## src/hdl/adcs_pkg.sv

```systemverilog
package adcs_pkg;

    // register byte offsets
    localparam logic [7:0] ADDR_CTRL_ZERO  = 8'h00;
    localparam logic [7:0] ADDR_CTRL_ONE   = 8'h04;
    localparam logic [7:0] ADDR_CTRL_TWO   = 8'h08;
    localparam logic [7:0] ADDR_RESULT     = 8'h0c;
    localparam logic [7:0] ADDR_STATUS     = 8'h10;
    localparam logic [7:0] ADDR_PORT_DATA  = 8'h14;

    // control zero fields
    localparam int EN_BIT   = 0;
    localparam int GO_BIT   = 1;
    localparam int CHS_LSB  = 2;
    localparam int CHS_W    = 4;
    // control one fields
    localparam int PORT_ANALOG_CFG_FIELD_LSB = 0;
    localparam int PORT_ANALOG_CFG_FIELD_W   = 4;
    localparam int VCFG_LSB = 4;
    localparam int VCFG_W   = 2;
    // control two fields
    localparam int CLK_LSB  = 0;
    localparam int CLK_W    = 3;
    localparam int ACQ_LSB  = 3;
    localparam int ACQ_W    = 3;
    localparam int FMT_BIT  = 7;
    // status fields
    localparam int DONE_BIT = 0;

    localparam int RES_W     = 10;
    localparam int NUM_AN    = 11;
    localparam int PERIOD_W  = 6;
    localparam int TAD_CNT_W = 5;

    localparam logic [PORT_ANALOG_CFG_FIELD_W-1:0] PORT_ANALOG_CFG_FIELD_RST_ANALOG  = 4'h0;
    localparam logic [PORT_ANALOG_CFG_FIELD_W-1:0] PORT_ANALOG_CFG_FIELD_RST_DIGITAL = 4'h7;

    localparam logic [TAD_CNT_W-1:0] CONV_TADS    = 5'h0b;
    localparam logic [TAD_CNT_W-1:0] RECOVER_TADS = 5'h02;

    // instruction cycle is four oscillator periods
    localparam logic [2:0] TCY_CLKS = 3'h4;

    typedef enum logic [2:0] {
        ST_SAMPLE  = 3'b000,
        ST_SLEEP   = 3'b001,
        ST_ACQ     = 3'b010,
        ST_CONVERT = 3'b011,
        ST_RECOVER = 3'b100
    } adcs_state_e;

    typedef struct packed {
        logic [CHS_W-1:0]  channel;
        logic              go;
        logic              enable;
    } adcs_ctrl0_s;

    typedef struct packed {
        logic [2:0]  acq_sel;
        logic [2:0]  clk_sel;
        logic        right_just;
    } adcs_ctrl2_s;

    typedef struct packed {
        logic              sample_en;
        logic              convert;
        logic [CHS_W-1:0]  channel;
    } adcs_front_s;

endpackage

```

## src/hdl/adcs_sequencer.sv

```systemverilog
module adcs_sequencer
    import adcs_pkg::*;
(
    // clock, reset, enable
    input  wire logic                 aclk,
    input  wire logic                 aresetn,
    input  wire logic                 clk_en,
    // axi4-lite write address
    input  wire logic [7:0]           s_axi_awaddr,
    input  wire logic                 s_axi_awvalid,
    output logic                      s_axi_awready,
    // axi4-lite write data
    input  wire logic [31:0]          s_axi_wdata,
    input  wire logic [3:0]           s_axi_wstrb,
    input  wire logic                 s_axi_wvalid,
    output logic                      s_axi_wready,
    // axi4-lite write response
    output logic [1:0]                s_axi_bresp,
    output logic                      s_axi_bvalid,
    input  wire logic                 s_axi_bready,
    // axi4-lite read
    input  wire logic [7:0]           s_axi_araddr,
    input  wire logic                 s_axi_arvalid,
    output logic                      s_axi_arready,
    output logic [31:0]               s_axi_rdata,
    output logic [1:0]                s_axi_rresp,
    output logic                      s_axi_rvalid,
    input  wire logic                 s_axi_rready,
    // straps and clocks
    input  wire logic                 portb_analog_reset_cfg,
    input  wire logic                 internal_rc_conv_clk,
    // analog front end
    input  wire logic [RES_W-1:0]     sar_bit_result,
    input  wire logic [NUM_AN-1:0]    port_pins,
    output adcs_front_s               front,
    output logic                      hold_capacitor_connect,
    output logic                      conv_done_irq_flag
);

    adcs_ctrl0_s              ctrl0;
    adcs_ctrl2_s              ctrl2;
    logic [PORT_ANALOG_CFG_FIELD_W-1:0]        port_analog_cfg_field;
    logic [VCFG_W-1:0]        vref_cfg;
    logic [RES_W-1:0]         result_pair;
    adcs_state_e              state;
    logic [PERIOD_W-1:0]      div_cnt;
    logic [TAD_CNT_W-1:0]     tad_cnt;
    logic [2:0]               tcy_cnt;
    logic                     tad_tick;
    logic [2:0]               rc_sync;
    logic                     rc_level;
    logic [NUM_AN-1:0]        pin_s1;
    logic [NUM_AN-1:0]        pin_s2;
    logic [NUM_AN-1:0]        pin_s3;
    logic [NUM_AN-1:0]        pin_level;
    logic                     strap_taken;
    logic                     wr_fire;
    logic                     aw_held;
    logic                     w_held;
    logic [7:0]               wr_addr;
    logic [31:0]              wr_data;
    logic [3:0]               wr_strb;
    logic                     go_wr_set;
    logic                     go_wr_clr;
    logic [NUM_AN-1:0]        analog_mask;

    // conversion period in oscillator clocks, zero for rc source
    function automatic logic [PERIOD_W:0] period_of(input logic [2:0] sel);
        case (sel)
            3'b000:  period_of = 7'h02;
            3'b100:  period_of = 7'h04;
            3'b001:  period_of = 7'h08;
            3'b101:  period_of = 7'h10;
            3'b010:  period_of = 7'h20;
            3'b110:  period_of = 7'h40;
            default: period_of = 7'h00;
        endcase
    endfunction

    function automatic logic [TAD_CNT_W-1:0] acq_tads(input logic [2:0] sel);
        case (sel)
            3'b000:  acq_tads = 5'h00;
            3'b001:  acq_tads = 5'h02;
            3'b010:  acq_tads = 5'h04;
            3'b011:  acq_tads = 5'h06;
            3'b100:  acq_tads = 5'h08;
            3'b101:  acq_tads = 5'h0c;
            3'b110:  acq_tads = 5'h10;
            default: acq_tads = 5'h14;
        endcase
    endfunction

    wire rc_sel  = (ctrl2.clk_sel[1:0] == 2'b11);
    wire [PERIOD_W:0] period = period_of(ctrl2.clk_sel);
    wire [TAD_CNT_W-1:0] acq_len = acq_tads(ctrl2.acq_sel);

    // pins and rc clock resynchronised, change accepted once stages 2 and 3 agree
    always_ff @(posedge aclk)
    begin
        if (!aresetn)
        begin
            rc_sync   <= 3'h0;
            rc_level  <= 1'b0;
            pin_s1    <= '0;
            pin_s2    <= '0;
            pin_s3    <= '0;
            pin_level <= '0;
        end
        else if (clk_en)
        begin
            rc_sync <= {rc_sync[1:0], internal_rc_conv_clk};
            if (rc_sync[2] == rc_sync[1])
                rc_level <= rc_sync[2];
            pin_s1 <= port_pins;
            pin_s2 <= pin_s1;
            pin_s3 <= pin_s2;
            for (int i = 0; i < NUM_AN; i++)
                if (pin_s3[i] == pin_s2[i])
                    pin_level[i] <= pin_s3[i];
        end
    end

    // conversion clock tick: divided oscillator or rising edge of rc level
    logic rc_prev;
    always_ff @(posedge aclk)
    begin
        if (!aresetn)
        begin
            div_cnt <= '0;
            rc_prev <= 1'b0;
        end
        else if (clk_en)
        begin
            rc_prev <= rc_level;
            if (state == ST_SAMPLE || state == ST_SLEEP || div_cnt >= period[PERIOD_W-1:0] - 6'h01)
                div_cnt <= '0;
            else
                div_cnt <= div_cnt + 6'h01;
        end
    end

    assign tad_tick = rc_sel ? (rc_level && !rc_prev)
                             : (div_cnt >= period[PERIOD_W-1:0] - 6'h01);

    // axi write channel capture
    assign wr_fire = aw_held && w_held && !s_axi_bvalid;
    always_ff @(posedge aclk)
    begin
        if (!aresetn)
        begin
            aw_held       <= 1'b0;
            w_held        <= 1'b0;
            s_axi_awready <= 1'b0;
            s_axi_wready  <= 1'b0;
            s_axi_bvalid  <= 1'b0;
            s_axi_bresp   <= 2'h0;
            wr_addr       <= '0;
            wr_data       <= '0;
            wr_strb       <= '0;
        end
        else if (clk_en)
        begin
            s_axi_awready <= !aw_held && !s_axi_awready && s_axi_awvalid;
            s_axi_wready  <= !w_held && !s_axi_wready && s_axi_wvalid;
            if (s_axi_awvalid && s_axi_awready)
            begin
                aw_held <= 1'b1;
                wr_addr <= s_axi_awaddr;
            end
            if (s_axi_wvalid && s_axi_wready)
            begin
                w_held  <= 1'b1;
                wr_data <= s_axi_wdata;
                wr_strb <= s_axi_wstrb;
            end
            if (wr_fire)
            begin
                aw_held      <= 1'b0;
                w_held       <= 1'b0;
                s_axi_bvalid <= 1'b1;
                s_axi_bresp  <= (wr_addr[7:2] > ADDR_PORT_DATA[7:2]) ? 2'h2 : 2'h0;
            end
            else if (s_axi_bready)
                s_axi_bvalid <= 1'b0;
        end
    end

    wire wr_ctrl0 = wr_fire && wr_addr[7:2] == ADDR_CTRL_ZERO[7:2] && wr_strb[0];
    assign go_wr_set = wr_ctrl0 && wr_data[GO_BIT] && ctrl0.enable;
    assign go_wr_clr = wr_ctrl0 && !wr_data[GO_BIT];

    // control registers
    always_ff @(posedge aclk)
    begin
        if (!aresetn)
        begin
            ctrl0.channel <= '0;
            ctrl0.enable  <= 1'b0;
            ctrl2         <= '0;
            vref_cfg      <= '0;
            strap_taken   <= 1'b0;
            port_analog_cfg_field <= PORT_ANALOG_CFG_FIELD_RST_DIGITAL;
        end
        else if (clk_en)
        begin
            // strap caught on the first enabled cycle after release
            if (!strap_taken)
            begin
                strap_taken <= 1'b1;
                port_analog_cfg_field <= portb_analog_reset_cfg ? PORT_ANALOG_CFG_FIELD_RST_ANALOG
                                                                : PORT_ANALOG_CFG_FIELD_RST_DIGITAL;
            end
            else if (wr_fire && wr_addr[7:2] == ADDR_CTRL_ONE[7:2] && wr_strb[0])
            begin
                port_analog_cfg_field <= wr_data[PORT_ANALOG_CFG_FIELD_LSB +: PORT_ANALOG_CFG_FIELD_W];
                vref_cfg              <= wr_data[VCFG_LSB +: VCFG_W];
            end
            if (wr_ctrl0)
            begin
                ctrl0.enable  <= wr_data[EN_BIT];
                ctrl0.channel <= wr_data[CHS_LSB +: CHS_W];
            end
            if (wr_fire && wr_addr[7:2] == ADDR_CTRL_TWO[7:2] && wr_strb[0])
            begin
                ctrl2.acq_sel    <= wr_data[ACQ_LSB +: ACQ_W];
                ctrl2.clk_sel    <= wr_data[CLK_LSB +: CLK_W];
                ctrl2.right_just <= wr_data[FMT_BIT];
            end
        end
    end

    // sequencer: go bit is the single busy indication across acquire and convert
    always_ff @(posedge aclk)
    begin
        if (!aresetn)
        begin
            state    <= ST_SAMPLE;
            ctrl0.go <= 1'b0;
            tad_cnt  <= '0;
            tcy_cnt  <= '0;
        end
        else if (clk_en)
        begin
            if (!ctrl0.enable)
            begin
                state    <= ST_SAMPLE;
                ctrl0.go <= 1'b0;
            end
            else
            begin
                case (state)
                    ST_SAMPLE:
                    begin
                        tad_cnt <= '0;
                        tcy_cnt <= '0;
                        if (go_wr_set)
                        begin
                            ctrl0.go <= 1'b1;
                            if (acq_len != '0)
                                state <= ST_ACQ;
                            else if (rc_sel)
                                state <= ST_SLEEP;
                            else
                                state <= ST_CONVERT;
                        end
                    end
                    ST_SLEEP:
                    begin
                        tcy_cnt <= tcy_cnt + 3'h1;
                        if (go_wr_clr)
                        begin
                            ctrl0.go <= 1'b0;
                            state    <= ST_SAMPLE;
                        end
                        else if (tcy_cnt == TCY_CLKS - 3'h1)
                            state <= ST_CONVERT;
                    end
                    ST_ACQ:
                    begin
                        if (go_wr_clr)
                        begin
                            ctrl0.go <= 1'b0;
                            state    <= ST_SAMPLE;
                        end
                        else if (tad_tick)
                        begin
                            if (tad_cnt == acq_len - 5'h01)
                            begin
                                tad_cnt <= '0;
                                state   <= ST_CONVERT;
                            end
                            else
                                tad_cnt <= tad_cnt + 5'h01;
                        end
                    end
                    ST_CONVERT:
                    begin
                        if (go_wr_clr)
                        begin
                            ctrl0.go <= 1'b0;
                            tad_cnt  <= '0;
                            state    <= ST_RECOVER;
                        end
                        else if (tad_tick)
                        begin
                            if (tad_cnt == CONV_TADS - 5'h01)
                            begin
                                ctrl0.go <= 1'b0;
                                tad_cnt  <= '0;
                                state    <= ST_RECOVER;
                            end
                            else
                                tad_cnt <= tad_cnt + 5'h01;
                        end
                    end
                    ST_RECOVER:
                    begin
                        if (tad_tick)
                        begin
                            if (tad_cnt == RECOVER_TADS - 5'h01)
                                state <= ST_SAMPLE;
                            else
                                tad_cnt <= tad_cnt + 5'h01;
                        end
                    end
                    default:
                    begin
                        state    <= ST_SAMPLE;
                        ctrl0.go <= 1'b0;
                    end
                endcase
            end
        end
    end

    wire conv_finish = ctrl0.enable && state == ST_CONVERT && !go_wr_clr && tad_tick
                       && tad_cnt == CONV_TADS - 5'h01;

    // result pair and done flag; hardware set wins over software clear
    always_ff @(posedge aclk)
    begin
        if (!aresetn)
            conv_done_irq_flag <= 1'b0;
        else if (clk_en)
        begin
            if (conv_finish)
                conv_done_irq_flag <= 1'b1;
            else if (wr_fire && wr_addr[7:2] == ADDR_STATUS[7:2] && wr_strb[0]
                     && wr_data[DONE_BIT])
                conv_done_irq_flag <= 1'b0;
        end
    end

    always_ff @(posedge aclk)
    begin
        if (!aresetn)
            result_pair <= '0;
        else if (clk_en)
        begin
            if (conv_finish)
                result_pair <= sar_bit_result;
            else if (wr_fire && wr_addr[7:2] == ADDR_RESULT[7:2] && wr_strb[0])
                result_pair <= wr_data[RES_W-1:0];
        end
    end

    // front end drive: sampling stops the moment conversion begins
    always_ff @(posedge aclk)
    begin
        if (!aresetn)
        begin
            front                  <= '0;
            hold_capacitor_connect <= 1'b0;
        end
        else if (clk_en)
        begin
            front.channel   <= ctrl0.channel;
            front.convert   <= (state == ST_CONVERT);
            front.sample_en <= ctrl0.enable && state != ST_CONVERT
                               && state != ST_RECOVER;
            hold_capacitor_connect <= ctrl0.enable && state != ST_CONVERT
                                      && state != ST_RECOVER;
        end
    end

    // analog pins: configuration code n leaves channels below 15-n analog
    generate
        for (genvar g = 0; g < NUM_AN; g++)
        begin : gen_mask
            assign analog_mask[g] = (port_analog_cfg_field == 4'h0)
                || (5'(g) + 5'(port_analog_cfg_field) < 5'h0f);
        end
    endgenerate

    // axi read
    always_ff @(posedge aclk)
    begin
        if (!aresetn)
        begin
            s_axi_arready <= 1'b0;
            s_axi_rvalid  <= 1'b0;
            s_axi_rdata   <= '0;
            s_axi_rresp   <= 2'h0;
        end
        else if (clk_en)
        begin
            s_axi_arready <= !s_axi_arready && !s_axi_rvalid && s_axi_arvalid;
            if (s_axi_arvalid && s_axi_arready)
            begin
                s_axi_rvalid <= 1'b1;
                s_axi_rresp  <= 2'h0;
                case (s_axi_araddr[7:2])
                    ADDR_CTRL_ZERO[7:2]: s_axi_rdata <= 32'(ctrl0.channel) << CHS_LSB
                        | 32'(ctrl0.go) << GO_BIT | 32'(ctrl0.enable);
                    ADDR_CTRL_ONE[7:2]:  s_axi_rdata <= 32'(vref_cfg) << VCFG_LSB
                        | 32'(port_analog_cfg_field);
                    ADDR_CTRL_TWO[7:2]:  s_axi_rdata <= 32'(ctrl2.right_just) << FMT_BIT
                        | 32'(ctrl2.acq_sel) << ACQ_LSB | 32'(ctrl2.clk_sel);
                    ADDR_RESULT[7:2]:    s_axi_rdata <= 32'(result_pair);
                    ADDR_STATUS[7:2]:    s_axi_rdata <= 32'(conv_done_irq_flag);
                    ADDR_PORT_DATA[7:2]: s_axi_rdata <= 32'(pin_level & ~analog_mask);
                    default:
                    begin
                        s_axi_rdata <= '0;
                        s_axi_rresp <= 2'h2;
                    end
                endcase
            end
            else if (s_axi_rready)
                s_axi_rvalid <= 1'b0;
        end
    end

endmodule

```

## config.mk

```make
export PLATFORM = sky130hd
export DESIGN_NAME = adcs_sequencer
export DESIGN_NICKNAME = d
export VERILOG_FILES = /design/src/hdl/adcs_pkg.sv /design/src/hdl/adcs_sequencer.sv
export SDC_FILE = /design/constraint.sdc
export NUM_CORES = 1
export LEC_CHECK = 0
export BUFFER_PORTS_ARGS = -buffer_cell sky130_fd_sc_hd__buf_4
export CAP_MARGIN = 20
export CORE_ASPECT_RATIO = 0.7
export CORE_MARGIN = 2
export CORE_UTILIZATION = 45
export DETAILED_ROUTE_END_ITERATION = 8
export HOLD_SLACK_MARGIN = 0.08
export PLACE_DENSITY = 0.73
export SLEW_MARGIN = 20
export SYNTH_ARGS = -nofsm -noshare
export SYNTH_HDL_FRONTEND = slang
export SYNTH_SLANG_ARGS = --single-unit
```

## constraint.sdc

```tcl
create_clock -name aclk -period 3.7 [get_ports aclk]
set_input_delay 1.11 -clock aclk [delete_from_list [all_inputs] [get_ports aclk]]
set_output_delay 1.11 -clock aclk [all_outputs]
set_load 0.02 [all_outputs]
```

==> out/metrics.csv, run 1 <==
stage,metric,value,unit
finish,Layout Nets,951,
timing,Setup-failing EPs final,0,
clock_tree,Longest Clk Path Bufs,2,
finish,most frequent cells in the layout,"140 x dfxtp_1, 99 x nor2_1, 89 x buf_4, 87 x nand2_1, 81 x mux2i_1",
worst_hold_path,hold path depth,2,
timing,maximum operating frequency,302,MHz
synthesis,register area share after synthesis,0.407,
synthesis,Syn Area/Cell,8.67,um2
global_routing,first-pass GRT wire length,27300,um
flow_run,max cap viols,0,
synthesis,distinct cell type count after synthesis,66,
synthesis,"flops & latches, synth",140,
critical_path,critical path launch point type,flip-flop,
drt,DR iter-0 viols,404,
critical_path,CP cell instances,or3_1 > ha_1 > nor3_1 > a21o_1 > a21oi_1 > ha_1 > nand4_1 > o22a_1 > a31o_2 > nor3_4 > o2bb2ai_2 > nor2_1 > a211oi_1,
critical_path,Crit. Startpoint,ctrl2[1]$_SDFFE_PN0P_,
synthesis,Synth Warn #,0,
floorplanning,row count,37,
global_routing,GRT Total Usage,0.214,
floorplanning,Starting Density,0.464,
clock_tree,root buffer cell,clkbuf_16,
worst_hold_path,Hold Startpoint,pin_s3[4]$_SDFFE_PN0P_,
drt,DRC viols,0,
drt,Avg Vias per Cell,5.42,
timing,RSZ-0062 raised after global routing,false,
power,Max VDD drop,0.324,mV
clock_tree,Clock Sinks,140,
critical_path,Arrival @ worst endpoint,3.64,ns
clock_tree,# H-tree levels,4,
clock_tree,CTS tree,yes,
drt,WL per Instance,16.0,um
floorplanning,Die Wd,152,um
floorplanning,boundary pin count,132,
clock_tree,CTS buffer count,17,
finish,fill count,1382,
clock_tree,worst skew pair latency,0.42,ns
placed_design,DP HPWL,11900,um
critical_path,worst reg2reg path startpoint,ctrl2[1]$_SDFFE_PN0P_,
clock_tree,Hold Buf Count CTS,0,
critical_path,r2r worst-path depth,13,
placed_design,gp weighted congestion,0.925,
floorplanning,chip height,107,um
clock_tree,clk slew on worst S/H paths,0.06,ns
global_routing,initial antenna violation count,0,
placed_design,PortBufs,79,
status,status,completed,
timing,Slew Limit Fails,0,
timing,Slew headroom,0.373,
timing,Setup Skew,0.00692,ns
timing,Fin Setup TNS,0,ns
floorplanning,die area,16300,um2
finish,Multi-input gate area,3680,um2
worst_hold_path,hold crit path type,flip-flop to flip-flop,
finish,n_diodes,0,
critical_path,Required @ worst endpoint,4.03,ns
finish,synthesis-to-finish area growth,17.3,%
power,Pwr Total,3.52,mW
critical_path,Crit path top cell by count,ha_1,
finish,"commonest non-fill, non-tap cell in the layout",dfxtp_1,
floorplanning,core footprint,14800,um2
critical_path,critical path type,flip-flop to flip-flop,
global_routing,total grt overflow,0,
global_routing,largest net degree at the start of global routing,45,
clock_tree,Post-CTS Setup Repair Bufs,0,
critical_path,Crit. End Element,flip-flop,
clock_tree,CTS resizes,0,
timing,Worst-Margin Slew,0.935,ns
finish,Register Area,2800,um2
synthesis,number of synthesized flops with an enable pin,0,
finish,fraction of layout cells with a size suffix above 1,0.161,
synthesis,post-synthesis cell area,6880,um2
timing,Final Hold Fails,0,
drt,antenna-violating nets left,0,
power,Lkg Pwr,3.40,nW
critical_path,max incr delay on CP,0.45,ns
critical_path,critical path peak fanout,20,
synthesis,Cells after Synth,793,
timing,min Tclk post-route,3.31,ns
timing,Final period util,0.895,
critical_path,CP max stage cell,o2bb2ai_2,
synthesis,Post-synth top flop,dfxtp_1,
global_routing,vias in the first global route,5285,
power,power per standard cell area,436,nW/um2
drt,DR vias,5727,
drt,final wirelength,16900,um
synthesis,Async SR Flop Fraction,0,
drt,1st-pass router iterations,5,
==> worst paths after layout <==
kind	end	slack (ns)
setup / recovery	result_pair[2]$_SDFFE_PN0P_	0.39
hold reg to reg	pin_level[4]$_SDFFE_PN0P_	0.46
setup reg to reg	result_pair[2]$_SDFFE_PN0P_	0.39
hold / removal	pin_level[4]$_SDFFE_PN0P_	0.46
==> worst max-delay path, delay by kind of cell (launching register included) <==
family	cells	cell delay (ns)
flip-flops	1	0.38
adder cells (fa/ha/maj)	2	0.58
AND/OR/NAND/NOR	5	0.88
AO/OA/AOI/OAI	6	1.37
==> state kept, by name, summed over array words and instances, names as in the netlist, 7 cells and up <==
| register | cells |
|---|---|
| pin_s1 | 11 |
| s_axi_rdata | 11 |
| result_pair | 10 |
| pin_level | 11 |
| wr_data | 10 |
| pin_s2 | 11 |
| ctrl2 | 7 |
| pin_s3 | 11 |
==> report_power, final <==
part | internal (mW) | switching (mW)
registers | 1.53 | 0.0260
clock network | 1.09 | 0.634
logic | 0.0979 | 0.138
==> cell families after synthesis <==
group / count (synthesis) / share of synthesized area
multiplexers: 84 / 0.128
buffers and inverters: 95 / 0.0702
other: 1 / 0.000545
XOR/XNOR: 9 / 0.0115
adder cells (fa/ha/maj): 20 / 0.0364
flip-flops: 140 / 0.407
AO/OA/AOI/OAI: 169 / 0.156
AND/OR/NAND/NOR: 275 / 0.190
==> stage by stage <==
step	std cells	cell area (um2)	hold WS, ns	setup WS (ns)	util
6_report	1056	8070	0.455	0.387	0.545
4_1_cts	1056	8070	0.454	0.377	0.545
3_3_place_gp	1024	7470	0.446	0.520	0.504
2_1_floorplan	815	6960	0.436	0.665	-
5_1_grt	1056	8070	0.484	0.0608	0.545
3_5_place_dp	1024	7470	0.444	0.389	0.504
==> final cells by class <==
| type | instances | share of cell area |
|---|---|---|
| flip-flops and latches | 140 | 0.347 |
| clock inverters | 11 | 0.0177 |
| repair buffers | 89 | 0.0828 |
| clock buffers | 21 | 0.0571 |
| inverters | 20 | 0.00946 |
| multi-input cells | 580 | 0.456 |
| well taps | 195 | 0.0302 |
==> layer usage <==
layer | vias up | track usage | wire [um] | part of all wire
met5 | - | 0 | 0 | 0
met4 | 0 | 0.0536 | 228 | 0.014
met3 | 21 | 0.0517 | 1090 | 0.064
met2 | 202 | 0.312 | 7030 | 0.42
met1 | 2655 | 0.317 | 8520 | 0.51
li1 | 2849 | - | - | -
==> cells in the mapped netlist, drive strengths merged, types with 4 or more instances <==
master	number	area, um2
ha	20	250
nor4	4	46.3
a211oi	13	97.6
or3	8	50.1
a21o	16	120
o21ai	35	179
clkbuf	29	109
nand2b	8	57.6
a21oi	65	333
nor4b	5	43.8
nor2b	5	31.3
and2	7	43.8
mux2i	81	811
nand4	10	62.6
nand3	17	85.1
inv	20	75.1
nor2	99	372
a32oi	8	70.1
dfxtp	140	2800
buf	46	299
xor2	6	52.6
nor3	7	51.3
nand2	88	333
o31ai	4	30.0
and3	7	43.8
No activity file was read; power rests on OpenSTA's default activity.
==> run 2: changes to the inputs <==
--- a/config.mk
+++ b/config.mk
@@ -13,6 +13,7 @@
 export DETAILED_ROUTE_END_ITERATION = 8
 export HOLD_SLACK_MARGIN = 0.08
 export PLACE_DENSITY = 0.73
+export RECOVER_POWER = 25
 export SLEW_MARGIN = 20
 export SYNTH_ARGS = -nofsm -noshare
 export SYNTH_HDL_FRONTEND = slang
==> run 2 against run 1 <==
Net effect:
- combinational power barely moved
- first-iteration DRC count rose by 8.9%
- sequential power barely moved
==> out/metrics.csv, run 2 (synthesized netlist as in run 1, its figures left out) <==
stage,metric,value,unit
worst_hold_path,hold crit path type,flip-flop to flip-flop,
critical_path,Crit. End Element,flip-flop,
finish,synthesis-to-finish area growth,17.2,%
finish,fraction of layout cells with a size suffix above 1,0.158,
global_routing,total grt overflow,0,
clock_tree,CTS tree,yes,
placed_design,PortBufs,79,
timing,maximum operating frequency,302,MHz
finish,n_diodes,0,
floorplanning,Die Wd,152,um
floorplanning,boundary pin count,132,
placed_design,Post-DP Area,7470,um2
timing,Min Hold Slack,0.454,ns
timing,Fin Setup TNS,0,ns
timing,Worst-Margin Slew,0.935,ns
clock_tree,CTS buffer count,17,
flow_run,max cap viols,0,
drt,Avg Vias per Cell,5.40,
floorplanning,chip height,107,um
global_routing,largest net degree at the start of global routing,45,
timing,min Tclk post-route,3.31,ns
global_routing,GRT Total Usage,0.214,
global_routing,vias in the first global route,5285,
clock_tree,Clock Sinks,140,
clock_tree,CTS resizes,0,
status,status,completed,
critical_path,CP cell instances,or3_1 > ha_1 > nor3_1 > a21o_1 > a21oi_1 > ha_1 > nand4_1 > o22a_1 > a31o_2 > nor3_4 > o2bb2ai_2 > nor2_1 > a211oi_1,
timing,Final Hold Fails,0,
timing,final worst slack,0.386,ns
clock_tree,root buffer cell,clkbuf_16,
finish,fill count,1386,
power,Lkg Pwr,3.39,nW
drt,DRC viols,0,
critical_path,CP max stage cell,o2bb2ai_2,
clock_tree,clk slew on worst S/H paths,0.06,ns
drt,DR vias,5705,
clock_tree,Longest Clk Path Bufs,2,
timing,Setup-failing EPs final,0,
timing,Setup Skew,0.00599,ns
critical_path,critical path peak fanout,20,
finish,post-route cell area,8060,um2
power,Max VDD drop,0.324,mV
clock_tree,Hold Buf Count CTS,0,
timing,Slew headroom,0.373,
floorplanning,die area,16300,um2
drt,WL per Instance,16.0,um
timing,Final period util,0.896,
drt,antenna-violating nets left,0,
global_routing,initial antenna violation count,0,
drt,final wirelength,16900,um
drt,1st-pass router iterations,5,
finish,Layout Nets,951,
clock_tree,# H-tree levels,4,
critical_path,Required @ worst endpoint,4.03,ns
global_routing,first-pass GRT wire length,27300,um
drt,DR iter-0 viols,440,
critical_path,critical path launch point type,flip-flop,
critical_path,Crit path top cell by count,ha_1,
floorplanning,row count,37,
clock_tree,worst skew pair latency,0.42,ns
critical_path,max incr delay on CP,0.45,ns
floorplanning,Starting Density,0.464,
critical_path,critical path type,flip-flop to flip-flop,
placed_design,gp weighted congestion,0.925,
placed_design,pre-CTS setup slack,0.389,ns
finish,"commonest non-fill, non-tap cell in the layout",dfxtp_1,
critical_path,Arrival @ worst endpoint,3.64,ns
timing,RSZ-0062 raised after global routing,false,
clock_tree,Post-CTS Setup Repair Bufs,0,
placed_design,DP HPWL,11900,um
floorplanning,core footprint,14800,um2
timing,Slew Limit Fails,0,
power,power per standard cell area,437,nW/um2
finish,most frequent cells in the layout,"140 x dfxtp_1, 99 x nor2_1, 87 x nand2_1, 87 x buf_4, 81 x mux2i_1",
[run 2: cell count changes in the layout (fill, tap and decap cells not counted)]
cell,before,now
and2_1,7,6
inv_2,1,0
buf_4,89,87
and2_0,0,1
inv_1,18,19
clkbuf_1,2,4
[run 2: stage by stage]
stage	power [mW]	cells	utilization
after floorplan	1.75	815	-
after global placement	1.82	1024	0.504
after detailed placement	1.82	1024	0.504
after CTS	3.55	1056	0.545
after global routing	3.64	1056	0.544
final	3.52	1056	0.544
[run 2: routing by layer]
metal | track usage | share of wire | up-vias
li1 | - | - | 2847
met1 | 0.317 | 0.50 | 2631
met2 | 0.312 | 0.42 | 205
met3 | 0.0517 | 0.071 | 22
met4 | 0.0536 | 0.013 | 0
met5 | 0 | 0 | -
[run 2: power breakdown]
| group | internal [mW] | total, mW | leakage [nW] | switching (mW) |
|---|---|---|---|---|
| sequential | 1.53 | 1.56 | 1.13 | 0.0262 |
| combinational | 0.0969 | 0.234 | 1.97 | 0.137 |
| clock | 1.09 | 1.73 | 0.293 | 0.635 |
| total | 2.72 | 3.52 | 3.39 | 0.798 |
[run 2: final cells by class]
class	instances	area, um2	area share
repair buffers	89	661	0.0819
clock buffers	21	460	0.0571
flip-flops and latches	140	2800	0.348
clock inverters	11	143	0.0177
well taps	195	244	0.0303
inverters	20	76.3	0.00947
multi-input cells	580	3680	0.456
[run 2: worst max-delay path: cells and delay by family, from the launching register on]
kind | cells | cell delay (ns)
adders and majority gates | 2 | 0.58
AOI/OAI and AO/OA | 6 | 1.37
and+or+nand+nor | 5 | 0.88
DFF | 1 | 0.38
[run 2: worst paths after layout]
| check | start | end | slack (ns) | cells past startpoint |
|---|---|---|---|---|
| setup / recovery | ctrl2[1]$_SDFFE_PN0P_ | result_pair[2]$_SDFFE_PN0P_ | 0.39 | 13 |
| hold / removal | pin_s3[4]$_SDFFE_PN0P_ | pin_level[4]$_SDFFE_PN0P_ | 0.45 | 2 |
| setup reg to reg | ctrl2[1]$_SDFFE_PN0P_ | result_pair[2]$_SDFFE_PN0P_ | 0.39 | 13 |
| hold reg to reg | pin_s3[4]$_SDFFE_PN0P_ | pin_level[4]$_SDFFE_PN0P_ | 0.45 | 2 |
